**src/logic/sms_pkg.sv**
```systemverilog
package sms_pkg;

  // ----------------------------------------
  // Timing
  // ----------------------------------------
  localparam int MCLK_NS = 50;
  localparam int SCK_HALF_NS = 200;
  // Least half period, rounded up to whole clocks
  localparam int SCK_HALF_CYC = (SCK_HALF_NS + MCLK_NS - 1) / MCLK_NS;

  // ----------------------------------------
  // Widths
  // ----------------------------------------
  localparam int DATA_W = 32;
  localparam int CNT_W = 16;
  localparam int DIV_W = 8;
  localparam int ERR_W = 6;

  // ----------------------------------------
  // Error flag positions
  // ----------------------------------------
  localparam int ERR_MODF = 0;
  localparam int ERR_RDOVF = 1;
  localparam int ERR_OVR = 2;
  localparam int ERR_PAR = 3;
  localparam int ERR_FRM = 4;
  localparam int ERR_UDR = 5;

  // ----------------------------------------
  // Reset values
  // ----------------------------------------
  localparam logic RST_SCK = 1'h0;
  localparam logic [ERR_W-1:0] RST_ERR = 6'h00;

  // ----------------------------------------
  // Encodings
  // ----------------------------------------
  typedef enum logic [1:0] {
    SMS_W8 = 2'h0,
    SMS_W16 = 2'h1,
    SMS_W32 = 2'h2
  } sms_width_t;

  typedef enum logic [1:0] {
    SMS_IDLE = 2'h0,
    SMS_LOAD = 2'h1,
    SMS_RUN = 2'h2,
    SMS_TAIL = 2'h3
  } sms_state_t;

  // ----------------------------------------
  // Helpers
  // ----------------------------------------
  function automatic logic [6:0] sms_unit_bits(input logic [1:0] w);
    logic [6:0] b;
    b = 7'h08;
    unique case (w)
      SMS_W16: b = 7'h10;
      SMS_W32: b = 7'h20;
      default: b = 7'h08;
    endcase
    return b;
  endfunction

  // Gap between the unit's bits and the word edge they shift from
  function automatic logic [5:0] sms_pad(input logic [1:0] w);
    logic [6:0] d;
    d = 7'h20 - sms_unit_bits(w);
    return d[5:0];
  endfunction

endpackage

```
**src/logic/sms_sync.sv**
```systemverilog
`timescale 1ns/1ps

module sms_sync #(
  parameter int W = 3
) (
  input wire logic mclk,
  input wire logic arst_n,
  input wire logic [W-1:0] din,
  output logic [W-1:0] dout,
  output logic [W-1:0] rise,
  output logic [W-1:0] fall
);

  // ----------------------------------------
  // State
  // ----------------------------------------
  typedef struct packed {
    logic [W-1:0] s1;
    logic [W-1:0] s2;
    logic [W-1:0] s3;
  } sms_sync_t;

  sms_sync_t r_ff;
  sms_sync_t nxt_r;

  // First stage feeds only the second; edges come from later stages
  always_comb begin
    nxt_r = r_ff;
    nxt_r.s1 = din;
    nxt_r.s2 = r_ff.s1;
    nxt_r.s3 = r_ff.s2;
  end

  always_ff @(posedge mclk or negedge arst_n) begin
    if (!arst_n) begin
      r_ff <= '0;
    end else begin
      r_ff <= nxt_r;
    end
  end

  assign dout = r_ff.s2;
  assign rise = r_ff.s2 & ~r_ff.s3;
  assign fall = ~r_ff.s2 & r_ff.s3;

endmodule // sms_sync

```
**src/logic/sms_channel.sv**
```systemverilog
`timescale 1ns/1ps

module sms_channel #(
  parameter int HALF_CYC = sms_pkg::SCK_HALF_CYC
) (
  input wire logic mclk,
  input wire logic arst_n,
  input wire logic power_en,
  input wire logic master_en,
  input wire logic cpha,
  input wire logic cpol,
  input wire logic lsb_first,
  input wire logic [1:0] width_sel,
  input wire logic modf_en,
  input wire logic tx_en,
  input wire logic rx_en,
  input wire logic tx_dma_en,
  input wire logic rx_dma_en,
  input wire logic start,
  input wire logic abort,
  input wire logic [sms_pkg::CNT_W-1:0] unit_count,
  input wire logic [sms_pkg::DATA_W-1:0] tx_data,
  input wire logic tx_valid,
  output logic tx_ready,
  output logic [sms_pkg::DATA_W-1:0] rx_data,
  output logic rx_valid,
  input wire logic rx_ack,
  input wire logic [sms_pkg::ERR_W-1:0] err_clr,
  output logic [sms_pkg::ERR_W-1:0] err_flags,
  output logic busy,
  output logic irq_rx,
  output logic irq_tx,
  output logic irq_done,
  output logic irq_err,
  output logic evt_abort,
  output logic dma_rx_req,
  output logic dma_tx_req,
  input wire logic sck_pad,
  output logic sck_drv,
  output logic sck_en,
  input wire logic sdi_pad,
  output logic sdo_drv,
  output logic sdo_en,
  input wire logic slave_select_line_a_n_pad,
  output logic slave_select_line_a_n_drv,
  output logic slave_select_line_a_n_en
);

  // ----------------------------------------
  // State
  // ----------------------------------------
  typedef struct packed {
    sms_pkg::sms_state_t st;
    logic [sms_pkg::DIV_W-1:0] div;
    logic sck;
    logic [6:0] ecnt;
    logic [sms_pkg::CNT_W-1:0] left;
    logic [sms_pkg::DATA_W-1:0] txsh;
    logic [sms_pkg::DATA_W-1:0] rxsh;
    logic sdo;
    logic ss_drv;
    logic [sms_pkg::DATA_W-1:0] txh;
    logic txf;
    logic [sms_pkg::DATA_W-1:0] rxd;
    logic rxf;
    logic done;
    logic abrt;
    logic [sms_pkg::ERR_W-1:0] err;
    logic mst;
    logic pha;
    logic lsb;
    logic [1:0] wid;
    logic txe;
    logic rxe;
    // Own select drive delayed by the pad synchroniser depth
    logic [1:0] ss_hold;
  } sms_core_t;

  sms_core_t r_ff;
  sms_core_t nxt_r;

  // ----------------------------------------
  // Pin synchronisers
  // ----------------------------------------
  logic [2:0] pin_s;
  logic [2:0] pin_rise;
  logic [2:0] pin_fall;

  sms_sync #(
    .W(3)
  ) u_sync (
    .mclk(mclk),
    .arst_n(arst_n),
    .din({slave_select_line_a_n_pad, sdi_pad, sck_pad}),
    .dout(pin_s),
    .rise(pin_rise),
    .fall(pin_fall)
  );

  logic sdi_s;
  logic ss_n_s;
  assign sdi_s = pin_s[1];
  assign ss_n_s = pin_s[2];

  // ----------------------------------------
  // Next state
  // ----------------------------------------
  localparam logic [sms_pkg::DIV_W-1:0] HALF_LAST = sms_pkg::DIV_W'(HALF_CYC - 1);

  logic ev;
  logic samp;
  logic load;
  logic last_edge;
  logic [6:0] bits;
  logic [5:0] pad;
  logic [sms_pkg::DATA_W-1:0] word;
  logic [sms_pkg::DATA_W-1:0] got;

  always_comb begin
    nxt_r = r_ff;
    ev = 1'b0;
    samp = 1'b0;
    load = 1'b0;
    last_edge = 1'b0;
    bits = sms_pkg::sms_unit_bits(r_ff.wid);
    pad = sms_pkg::sms_pad(r_ff.wid);
    word = '0;
    got = '0;
    nxt_r.done = 1'b0;
    nxt_r.abrt = 1'b0;
    // Clear first so that a new event in the same cycle survives
    nxt_r.err = r_ff.err & ~err_clr;
    // The synced pad lags our own release by two clocks
    nxt_r.ss_hold = {r_ff.ss_hold[0], r_ff.ss_drv};

    if (tx_valid && !r_ff.txf) begin
      nxt_r.txf = 1'b1;
      nxt_r.txh = tx_data;
    end
    if (rx_ack) begin
      if (r_ff.rxf) begin
        nxt_r.rxf = 1'b0;
      end else begin
        nxt_r.err[sms_pkg::ERR_RDOVF] = 1'b1;
      end
    end

    // Edge source: own divider as master, far clock as slave
    if (r_ff.st == sms_pkg::SMS_RUN || r_ff.st == sms_pkg::SMS_TAIL) begin
      if (r_ff.mst) begin
        if (r_ff.div == HALF_LAST) begin
          nxt_r.div = '0;
          if (r_ff.st == sms_pkg::SMS_RUN) begin
            nxt_r.sck = ~r_ff.sck;
            ev = 1'b1;
          end
        end else begin
          nxt_r.div = r_ff.div + 1'b1;
        end
      end else begin
        ev = (pin_rise[0] | pin_fall[0]) & ~ss_n_s;
      end
    end

    if (r_ff.st == sms_pkg::SMS_RUN && ev) begin
      // Edge number is ecnt+1, so an even ecnt means an odd edge
      samp = r_ff.pha ? r_ff.ecnt[0] : ~r_ff.ecnt[0];
      nxt_r.ecnt = r_ff.ecnt + 1'b1;
      last_edge = (r_ff.ecnt == ((bits << 1) - 7'h01));
      if (samp) begin
        nxt_r.rxsh = r_ff.lsb ? {sdi_s, r_ff.rxsh[31:1]} : {r_ff.rxsh[30:0], sdi_s};
      end else begin
        nxt_r.sdo = r_ff.lsb ? r_ff.txsh[0] : r_ff.txsh[31];
        nxt_r.txsh = r_ff.lsb ? (r_ff.txsh >> 1) : (r_ff.txsh << 1);
      end
    end

    if (last_edge) begin
      got = r_ff.lsb ? (nxt_r.rxsh >> pad) : nxt_r.rxsh;
      if (r_ff.rxe) begin
        if (nxt_r.rxf) begin
          nxt_r.err[sms_pkg::ERR_OVR] = 1'b1;
        end
        nxt_r.rxd = got;
        nxt_r.rxf = 1'b1;
      end
      nxt_r.left = r_ff.left - 1'b1;
      if (r_ff.left == sms_pkg::CNT_W'(1)) begin
        nxt_r.done = 1'b1;
        nxt_r.st = r_ff.mst ? sms_pkg::SMS_TAIL : sms_pkg::SMS_IDLE;
        nxt_r.div = '0;
      end else if (r_ff.mst) begin
        nxt_r.st = sms_pkg::SMS_LOAD;
      end else begin
        load = 1'b1;
      end
    end

    // Master waits for data; the slave cannot and sends zeros instead
    if (r_ff.st == sms_pkg::SMS_LOAD && (!r_ff.txe || r_ff.txf)) begin
      load = 1'b1;
    end

    if (r_ff.st == sms_pkg::SMS_TAIL && r_ff.div == HALF_LAST) begin
      nxt_r.st = sms_pkg::SMS_IDLE;
      nxt_r.ss_drv = 1'b0;
    end

    if (r_ff.st == sms_pkg::SMS_IDLE) begin
      nxt_r.sck = cpol;
      if (start && unit_count != '0) begin
        nxt_r.mst = master_en;
        nxt_r.pha = cpha;
        nxt_r.lsb = lsb_first;
        nxt_r.wid = width_sel;
        nxt_r.txe = tx_en;
        nxt_r.rxe = rx_en;
        nxt_r.left = unit_count;
        nxt_r.rxsh = '0;
        if (master_en) begin
          nxt_r.st = sms_pkg::SMS_LOAD;
        end else begin
          load = 1'b1;
        end
      end
    end

    if (load) begin
      bits = sms_pkg::sms_unit_bits(nxt_r.wid);
      pad = sms_pkg::sms_pad(nxt_r.wid);
      if (nxt_r.txe) begin
        if (r_ff.txf) begin
          word = r_ff.txh;
          nxt_r.txf = 1'b0;
        end else begin
          nxt_r.err[sms_pkg::ERR_UDR] = 1'b1;
        end
      end
      // MSB-first units sit left-justified so bit 31 always leads
      nxt_r.txsh = nxt_r.lsb ? word : (word << pad);
      nxt_r.ecnt = '0;
      nxt_r.div = '0;
      nxt_r.st = sms_pkg::SMS_RUN;
      nxt_r.ss_drv = nxt_r.mst;
      if (!nxt_r.pha) begin
        nxt_r.sdo = nxt_r.lsb ? nxt_r.txsh[0] : nxt_r.txsh[31];
        nxt_r.txsh = nxt_r.lsb ? (nxt_r.txsh >> 1) : (nxt_r.txsh << 1);
      end
    end

    // Slave: a select edge restarts bit framing
    if (!r_ff.mst && r_ff.st == sms_pkg::SMS_RUN) begin
      if (pin_rise[2] && r_ff.ecnt != '0 && modf_en) begin
        nxt_r.err[sms_pkg::ERR_MODF] = 1'b1;
      end
      if (pin_rise[2] || pin_fall[2]) begin
        nxt_r.ecnt = '0;
      end
    end

    // Master: someone else pulls select low while we are not driving it
    // Held off until our own release has passed the synchroniser,
    // otherwise every transfer end would look like a foreign driver
    if (master_en && modf_en && !r_ff.ss_drv && r_ff.ss_hold == 2'h0 && !ss_n_s) begin
      nxt_r.err[sms_pkg::ERR_MODF] = 1'b1;
      if (r_ff.st != sms_pkg::SMS_IDLE) begin
        nxt_r.st = sms_pkg::SMS_IDLE;
        nxt_r.abrt = 1'b1;
      end
    end

    if (abort && r_ff.st != sms_pkg::SMS_IDLE) begin
      nxt_r.st = sms_pkg::SMS_IDLE;
      nxt_r.abrt = 1'b1;
      nxt_r.done = 1'b0;
      nxt_r.ss_drv = 1'b0;
    end

    // Closing drops all state but the clock level, which goes to polarity, requests included
    if (!power_en) begin
      nxt_r = '0;
      nxt_r.sck = cpol;
    end
  end

  always_ff @(posedge mclk or negedge arst_n) begin
    if (!arst_n) begin
      r_ff <= '0;
    end else begin
      r_ff <= nxt_r;
    end
  end

  // ----------------------------------------
  // Outputs
  // ----------------------------------------
  logic tx_want;
  assign tx_want = (r_ff.st != sms_pkg::SMS_IDLE) & r_ff.txe & ~r_ff.txf;

  assign tx_ready = ~r_ff.txf & power_en;
  assign rx_data = r_ff.rxd;
  assign rx_valid = r_ff.rxf;
  assign err_flags = r_ff.err;
  assign busy = r_ff.st != sms_pkg::SMS_IDLE;
  assign irq_rx = r_ff.rxf & ~rx_dma_en;
  assign dma_rx_req = r_ff.rxf & rx_dma_en;
  assign irq_tx = tx_want & ~tx_dma_en;
  assign dma_tx_req = tx_want & tx_dma_en;
  assign irq_done = r_ff.done;
  assign evt_abort = r_ff.abrt;
  // Parity and framing never arise in this framing and stay clear
  assign irq_err = |r_ff.err;

  // Clock pin is driven only by a powered master, so it rests at polarity
  assign sck_drv = r_ff.sck;
  assign sck_en = power_en & master_en;
  assign sdo_drv = r_ff.sdo;
  assign sdo_en = power_en & (master_en | (~ss_n_s & busy));
  // Select is released between transfers so a foreign driver can be seen
  assign slave_select_line_a_n_drv = 1'h0;
  assign slave_select_line_a_n_en = r_ff.ss_drv;

endmodule // sms_channel

```
**config.mk**
```make
export PLATFORM = sky130hd
export DESIGN_NAME = sms_channel
export DESIGN_NICKNAME = d
export VERILOG_FILES = /design/src/logic/sms_pkg.sv /design/src/logic/sms_sync.sv /design/src/logic/sms_channel.sv
export SDC_FILE = /design/constraint.sdc
export NUM_CORES = 1
export LEC_CHECK = 0
export BUFFER_PORTS_ARGS = -buffer_cell sky130_fd_sc_hd__buf_2
export CORE_UTILIZATION = 40
export CTS_CLUSTER_SIZE = 24
export DETAILED_ROUTE_END_ITERATION = 6
export PLACE_DENSITY_LB_ADDON = 0.2
export RECOVER_POWER = 100
export SLEW_MARGIN = 10
export SYNTH_ARGS = -nofsm -noshare
export SYNTH_HDL_FRONTEND = slang
export SYNTH_HIERARCHICAL = 1
export SYNTH_SLANG_ARGS = --single-unit
```
**constraint.sdc**
```tcl
create_clock -name mclk -period 5.2 [get_ports mclk]
set_input_delay 0 -clock mclk [delete_from_list [all_inputs] [get_ports mclk]]
set_output_delay 0 -clock mclk [all_outputs]
set_load 0.02 [all_outputs]
```
# == After elaboration in Yosys (flattened, before gate mapping) ==
# Index checks and enable logic that the tools add are counted.
# totals
register_bits,192
out_inout_bits,54
in_bits,75
wordCells,201
# classes
n_mux,89
reduce_logical,31
eq_ne,22
add_sub_neg,6
bitwise,25
shift,2
# ops
op,n
$mux W32,14
$mux W183,1
$mux W33,2
$mux W65,1
$mux W16,3
$mux W7,6
$mux W1,40
$mux W34,1
$shl A32 B6 Y32,1
$shr A32 B6 Y32,1
$mux W2,12
$pmux W6 S2,2
$mux W10,2
$mux W9,2
$eq A16 B1 Y1 const B,1
$mux W8,2
$reduce_bool A16 Y1,1
$sub A16 B1 Y16 const B,1
$ne A3 B1 Y1 const B,5
$logic_and A1 B1 Y1,13
$sub A6 B6 Y6 const A,2
$and A1 B1 Y1,11
$ne A2 B1 Y1 const B,5
$add A8 B1 Y8 const B,1
other kinds (23),45

# == Longest topological paths before layout ==
# Gate-level depths: netlist of the first run.
# depth
word_depth,22
depth_mapped,16
depth_no_buf,11

# == Hierarchy ==
# Netlist of the first run, hierarchy kept.
# modules_own_cells
mod,cells_each,area_each_um2,seq_area_each_um2,n_inst
sms_channel,1219,11044.3,4579.4,1
sms_sync,18,300.3,225.2,1

# == Least setup slack after synthesis of the first run ==
# No wires, ideal clock.
# synth_path
path_type,register to register
startpoint,reg r_ff[181] (netlist bit)
endpoint,reg r_ff[129] (netlist bit)
arrival_time_ns,3.750
required_ns,5.076
stages_incl_launch_ff,15
synth_period_minus_slack_ns,3.874
slack_ns,1.326
path_cell_list,dfrtp_1 buf_2 or3b_1 a41o_1 buf_2 buf_1 mux2i_1 inv_1 ha_1 clkbuf_1 buf_1 clkbuf_1 mux4_2 a32oi_1 o2bb2ai_1
# synth_via
elab_chain_cells,14
word_cells_on_any_way,34
classes_between,add/sub: 1; eq/ne: 7; shift: 1; mux: 20; reduce/logical: 5
# synth_rtl
element,line,source
from (decl),sms_channel.sv:79,sms_core_t r_ff;
from (signal assigned),sms_channel.sv:290,r_ff <= nxt_r;
"parallel branches: the longest is 14 deep, another holds $sub A6 B6 Y6",-,
# Parallel ways; which one is timed is not known. The select of a mux whose other input is x is not followed.
# A chain may end at the register's enable or synchronous reset.

# == Worst setup path after layout of the first run ==
# layout_path
startpoint,reg r_ff[173] (netlist bit)
endpoint,reg r_ff[133] (netlist bit)
# layout_via
elab_chain_cells,13
word_cells_on_any_way,16
classes_between,eq/ne: 3; mux: 11; reduce/logical: 2
# layout_rtl
element,line,source
$eq A8 B2 Y1 *,sms_channel.sv:151,if (r_ff.div == HALF_LAST) begin
$mux W1 *,sms_channel.sv:151,
$mux W1 *,sms_channel.sv:150,if (r_ff.mst) begin
$mux W1 *,sms_channel.sv:149,if (r_ff.st == sms_pkg::SMS_RUN || r_ff.st == sms_pkg::SMS_TAIL) begin
$logic_and A1 B1 Y1 *,sms_channel.sv:165,if (r_ff.st == sms_pkg::SMS_RUN && ev) begin
$mux W1,sms_channel.sv:165,
$mux W1,sms_channel.sv:178,if (last_edge) begin
$mux W1,sms_channel.sv:200,if (r_ff.st == sms_pkg::SMS_LOAD && (!r_ff.txe || r_ff.txf)) begin
$mux W1,sms_channel.sv:220,if (master_en) begin
$mux W1,sms_channel.sv:211,if (start && unit_count != '0) begin
$mux W1,sms_channel.sv:209,if (r_ff.st == sms_pkg::SMS_IDLE) begin
"$ne A3 B3 Y1 (no source line), or another cell as far along",-,
$reduce_and A2 Y1 (no source line) or $mux W183 (tied branches),-,
# Every way passes the cells marked *; elsewhere a longest branch is shown, timed or not.

==> results of run 1 <==
## state kept, by name (all words and copies together) (netlist names)
signal                    flops
err_flags                     6
sck_drv                       1
slave_select_line_a_n_en      1
u_sync/nxt_r                  3
u_sync/r_ff                   2
sdo_drv                       1
r_ff                        139
rx_data                      32
rx_valid                      1
irq_done                      1
evt_abort                     1
u_sync/dout                   3
## cell type report
class | count | area [sq um]
Inverter | 14 | 52.55
Fill cell | 2780 | 14710
Sequential cell | 191 | 4783
Multi-Input combinational cell | 898 | 5727
Timing Repair Buffer | 225 | 1429
Tap cell | 378 | 473.0
Clock buffer | 18 | 429.2
Clock inverter | 14 | 175.2
## power breakdown
part / internal (mW) / leakage (nW) / switching, mW
Combinational: 0.340 / 2.54 / 0.512
Clock: 0.690 / 0.294 / 0.668
Sequential: 1.58 / 2.59 / 0.137
## final timing paths
path                                  end             from  depth (start not counted)
setup / recovery                r_ff[133]        r_ff[173]                          9
hold / removal                   r_ff[77]         tx_valid                          4
setup reg to reg                r_ff[133]        r_ff[173]                          9
hold reg to reg            u_sync/dout[0]  u_sync/nxt_r[3]                          0
max in group asynchronous         r_ff[6]           arst_n                          3
min in group asynchronous     rx_data[28]           arst_n                          2
## stage by stage
stage	setup slack (ns)	hold slack [ns]	utilization	cell area, sq um
floorplan	1.326	-0.2956	-	11290
global placement	1.450	0.1129	0.4307	11970
detailed placement	1.363	0.1226	0.4307	11970
CTS	1.348	0.01096	0.4773	13260
global route	0.5783	0.08472	0.4704	13070
finish	0.9437	0.07743	0.4704	13070
## critical path: stages, from the launching register on
cell       delay [ns]
dfrtp_1          0.41
ha_1             0.23
or4b_1           0.48
nand4bb_1        0.40
a2111oi_0        0.53
clkbuf_1         0.61
a21boi_2         0.34
nor2_2           0.62
nand3_1          0.22
a32o_1           0.30
## metal layers
layer  share of wire  global-route usage  vias to the layer above
met2            0.46              0.3635                      314
met3           0.051             0.04047                       27
met1            0.47              0.3260                     4737
met4           0.013             0.06620                        0
li1                -                   -                     4612
met5               0                   0                        -
## cells in the final DEF, fill, tap and decap left out, types with 9 or more instances in the layout
master	count
nor2_1	129
a2111oi_0	9
nand3_1	29
mux2i_1	96
a32o_1	16
nand2_1	153
inv_1	14
buf_2	72
a21oi_1	89
and3_1	10
nor3_1	13
clkbuf_16	17
nand2b_1	11
o211ai_1	10
dfrtp_1	190
o22ai_1	18
dlygate4sd3_1	69
clkbuf_1	70
ha_1	9
xor2_1	16
o21ai_0	87
a2bb2oi_1	9
buf_4	14
mux2_2	45
xnor2_1	15
a211oi_1	13
## repair_timing
action                    CTS  global route
gates resized for setup     0             0
hold endpoints to repair  162             0
hold buffers               69             0
==> flow_summary.json, run 1 <==
{
  "worst_ep_required_time_ns": 5.53,
  "cts_inserted_buffers": 17,
  "global_route.usage.total": 0.2316,
  "critPathMaxFanout": 15,
  "max_freq_ghz": 0.2349,
  "detail_route.vias_per_cell": 5.575,
  "first_global_vias": 9515,
  "synthesis_to_finish_area_growth_pct": 15.71,
  "cts_tree": "built",
  "grt_first_pass_wirelength_um": 52580,
  "mappedNetlistNets": 1317,
  "die_h_um": 170.0,
  "power_mw": 3.928,
  "dp.cells": 1637,
  "netlist_instances": 1233,
  "fin_worst_skew_ns": 0.01391,
  "detail-route-antenna-nets": 0,
  "post_cts_setup_buffers": 0,
  "routedWlPerCell_um": 18.86,
  "clock_sink_count": 191,
  "tightest_slew_ns": 2.861,
  "fp-row-count": 61,
  "detailroute.via_count": 9690,
  "grt_max_degree": 96,
  "drt_iter0_markers": 717,
  "finalHoldViolCount": 0,
  "detailedPlacementHpwl_um": 22250,
  "result_of_the_run": "finished with violations",
  "final_max_slew_viol_count": 155,
  "min_period_ns": 4.256,
  "core_sq_um": 27780,
  "starting_density": 0.4065,
  "timing.critical_path.to_type": "flip-flop",
  "failed_checks": "max-capacitance violations, max-slew violations",
  "total_leakage_power_nw": 5.431,
  "overflow_left_after_global_routing": 0,
  "layout.cells.non_filler": 1738,
  "slew_headroom": -0.9071,
  "floorplan.die.width_um": 170.0,
  "ctsHtreeMaxLevel": 4,
  "totalNegativeSetupSlack_ns": 0,
  "cts_buffer_depth": 2,
  "ctsRootBufferMaster": "clkbuf_16",
  "worst_ep_arrival_time_ns": 4.58,
  "rrSetupSlack_ns": 0.94,
  "design.final.nets": 1431,
  "max-cap-violations": 3,
  "drt_drc_violations_left": 0,
  "powerDensity_nw_per_um2": 300.6,
  "setup.worst_path.start_class": "flip-flop",
  "setup-violations-final": 0,
  "class_of_the_tightest_hold_or_removal_check": "in -> reg",
  "diodes": 0,
  "synth.yosys.warnings": 6,
  "totalWireLength_um": 32780,
  "grt_antenna_before_repair": 0,
  "drive_above_1_share": 0.1301,
  "design.die.area_sq_um": 28910,
  "finalCritPeriodShare": 0.8185,
  "critPathKind": "reg -> reg",
  "clock_latency_ns": 0.44,
  "power.ir.vdd_worst_uv": 167.7,
  "grt_setup_unrepaired": "no",
  "gp_routability_congestion": 0.9071,
  "io_pins": 129,
  "drt_first_pass_iters": 5,
  "synthesis.area_sq_um": 11290,
  "worst_setup_hold_path_clk_slew_ns": 0.08,
  "numPortBuffers": 127,
  "post_synth.cell_area_avg_sq_um": 9.160
}
No activity file was read; power rests on OpenSTA's default activity.
==> inputs of run 2 (changes only) <==
clock period = 3.7 ns   (was 5.2 ns; I/O delays follow)
==> run 2 against run 1 <==
- largest power group unchanged
- worst setup slack got worse by 0.87 ns
- sequential cell count did not move
- hold slack improved by 0.0011 ns
- combinational power rose by 47%
- highest routed layer unchanged
- utilization rose by 0.59 points
- first-iteration DRC count rose by 3.3%
- die area did not move
- global-route usage rose by 0.28 points
- clock-buffer cell count rose by 1
- clock skew rose by 0.0032 ns
- the run still ends with max-capacitance violations, max-slew violations left
- cell count rose by 1.5%
==> flow_summary.json, run 2 (synthesis gave the netlist of run 1 again) <==
{
  "result_of_the_run": "finished with violations",
  "failed_checks": "max-capacitance violations, max-slew violations",
  "max-cap-violations": 1,
  "min_period_ns": 3.622,
  "groute.layer.met3.usage": 0.04047,
  "setup.worst_path.start_class": "primary input",
  "fin_worst_skew_ns": 0.01708,
  "worst_r2r_startpoint": "r_ff[181]",
  "timing.critical_path.to_type": "flip-flop",
  "final_max_slew_viol_count": 47,
  "grt_max_degree": 115,
  "final_common_cell": "dfrtp_1",
  "detailroute.via_count": 9819,
  "diodes": 0,
  "most_frequent_cells_in_the_layout": "dfrtp_1, nand2_1, nor2_1",
  "layout.filler_cells": 2777,
  "core_sq_um": 27780,
  "slew_headroom": -0.4041,
  "floorplan.die.width_um": 170.0,
  "first_global_vias": 9624,
  "powerDensity_nw_per_um2": 414.0,
  "setup-violations-final": 0,
  "total_leakage_power_nw": 5.523,
  "global_route.usage.total": 0.2344,
  "worst_ep_arrival_time_ns": 3.92,
  "multiInputGateArea_sq_um": 5752,
  "detail-route-antenna-nets": 0,
  "finalHoldViolCount": 0,
  "max_ffs_per_register": 139,
  "grt_first_pass_wirelength_um": 53100,
  "totalNegativeSetupSlack_ns": 0,
  "cts_tree": "built",
  "power.ir.vdd_worst_uv": 317.1,
  "worst_ep_required_time_ns": 3.99,
  "worst-r2r-cell-count": 10,
  "cts_inserted_buffers": 17,
  "rrSetupSlack_ns": 0.15,
  "dpl_cell_area_sq_um": 12190,
  "starting_density": 0.4065,
  "cpPeakStageDelay_ns": 0.62,
  "clock_sink_count": 191,
  "met1_usage": 0.3224,
  "critPathMaxFanout": 12,
  "detail_route.vias_per_cell": 5.566,
  "die_h_um": 170.0,
  "met2_usage": 0.3792,
  "rr_endpoint": "sdo_drv",
  "holdPathStages": 4,
  "max_freq_ghz": 0.2761,
  "drt_drc_violations_left": 0,
  "layout.cell_area.non_filler_sq_um": 13230,
  "ctsHtreeMaxLevel": 4,
  "fp-row-count": 61,
  "finalCritPeriodShare": 0.9789,
  "synthesis_to_finish_area_growth_pct": 17.15,
  "ctsRootBufferMaster": "clkbuf_16",
  "totalWireLength_um": 32690,
  "grt_antenna_before_repair": 0,
  "startpoint_of_the_most_critical_hold_path": "modf_en",
  "whs_endpoint": "evt_abort",
  "design.die.area_sq_um": 28910,
  "gp_routability_congestion": 0.9669,
  "timing.critical_path.from": "unit_count[11]",
  "drt_first_pass_iters": 5,
  "overflow_left_after_global_routing": 0,
  "grt.busiest_layer": "met2",
  "path_buf_inv": 4,
  "critical_path.cell_chain": "dlygate4sd3_1 -> clkbuf_1 -> nor4_1 -> a41o_2 -> mux2i_1 -> inv_1 -> ha_1 -> clkbuf_1 -> mux2i_1 -> o22ai_1 -> nand2_1 -> a311oi_1",
  "io_pins": 129,
  "ff_latch_area_sq_um": 4783,
  "slowest_stage": "ha_1",
  "tightest_slew_ns": 2.106,
  "numPortBuffers": 127,
  "post_cts_setup_buffers": 0,
  "cts_buffer_depth": 2,
  "class_of_the_tightest_hold_or_removal_check": "in -> reg",
  "largest_register": "r_ff",
  "routedWlPerCell_um": 18.53,
  "drive_above_1_share": 0.1436,
  "critPathKind": "in -> reg",
  "drt_iter0_markers": 741,
  "worst_path_dominant_cell_family": "compound AO/OA/AOI/OAI gates",
  "worst_setup_hold_path_clk_slew_ns": 0.08,
  "design.final.nets": 1457,
  "grt_setup_unrepaired": "no",
  "detailedPlacementHpwl_um": 22790,
  "clock_latency_ns": 0.45
}
==> run 2: cell types whose count changed in the layout (fill, tap and decap cells not counted), moves of 2 or more <==
cell / before / now
buf_4: 14 / 30
clkbuf_1: 70 / 79
clkbuf_2: 0 / 3
inv_6: 3 / 6
clkinv_4: 3 / 1
clkinv_8: 4 / 2
inv_8: 2 / 4
==> run 2: power by group <==
group	internal, mW	switching [mW]
registers	2.22	0.177
logic	0.506	0.748
clock network	0.906	0.920
total	3.63	1.84
==> run 2: how the worst max path moves through the flow <==
stage	end	slack [ns]	depth (start not counted)
after floorplan	r_ff[137]	0.08	14
after global placement	r_ff[174]	0.31	10
after detailed placement	r_ff[134]	0.17	8
after CTS	r_ff[134]	0.14	8
after global routing	r_ff[133]	0.02	13
final	sdo_drv	0.08	12
==> run 2: timing repair <==
action,CTS,global route
hold buffers,68,0
endpoints found under the setup margin,0,11
resized for setup,0,1
hold endpoints to repair,179,0
==> run 2: metrics by stage <==
step           worst slack [ns]  cells  hold slack (ns)  utilization  power (mW)
2_1_floorplan           0.07792   1233          -0.2956            -       3.232
3_3_place_gp             0.3123   1664           0.1108       0.4387       3.635
3_5_place_dp             0.1670   1664           0.1096       0.4387       3.638
4_1_cts                  0.1397   1764          0.04107       0.4838       5.529
5_1_grt                 0.01865   1764          0.09229       0.4763       5.737
6_report                0.07822   1764          0.07856       0.4763       5.478
==> run 2: layout make-up <==
type | count | area share
clock inverters | 13 | 0.01050
flip-flops and latches | 191 | 0.3615
inverters | 14 | 0.003972
clock buffers | 19 | 0.03272
multi-input cells | 898 | 0.4347
repair buffers | 251 | 0.1209
well taps | 378 | 0.03574
==> run 2: per-layer routing <==
layer / part of all wire / vias up
li1: - / 4660
met1: 0.45 / 4773
met2: 0.47 / 335
met3: 0.059 / 51
met4: 0.018 / 0
met5: 0 / -
==> run 2: worst min-delay path, stage by stage <==
cell	delay (ns)
buf_2	0.10
and3_1	0.18
nor2_1	0.07
nor3_1	0.12
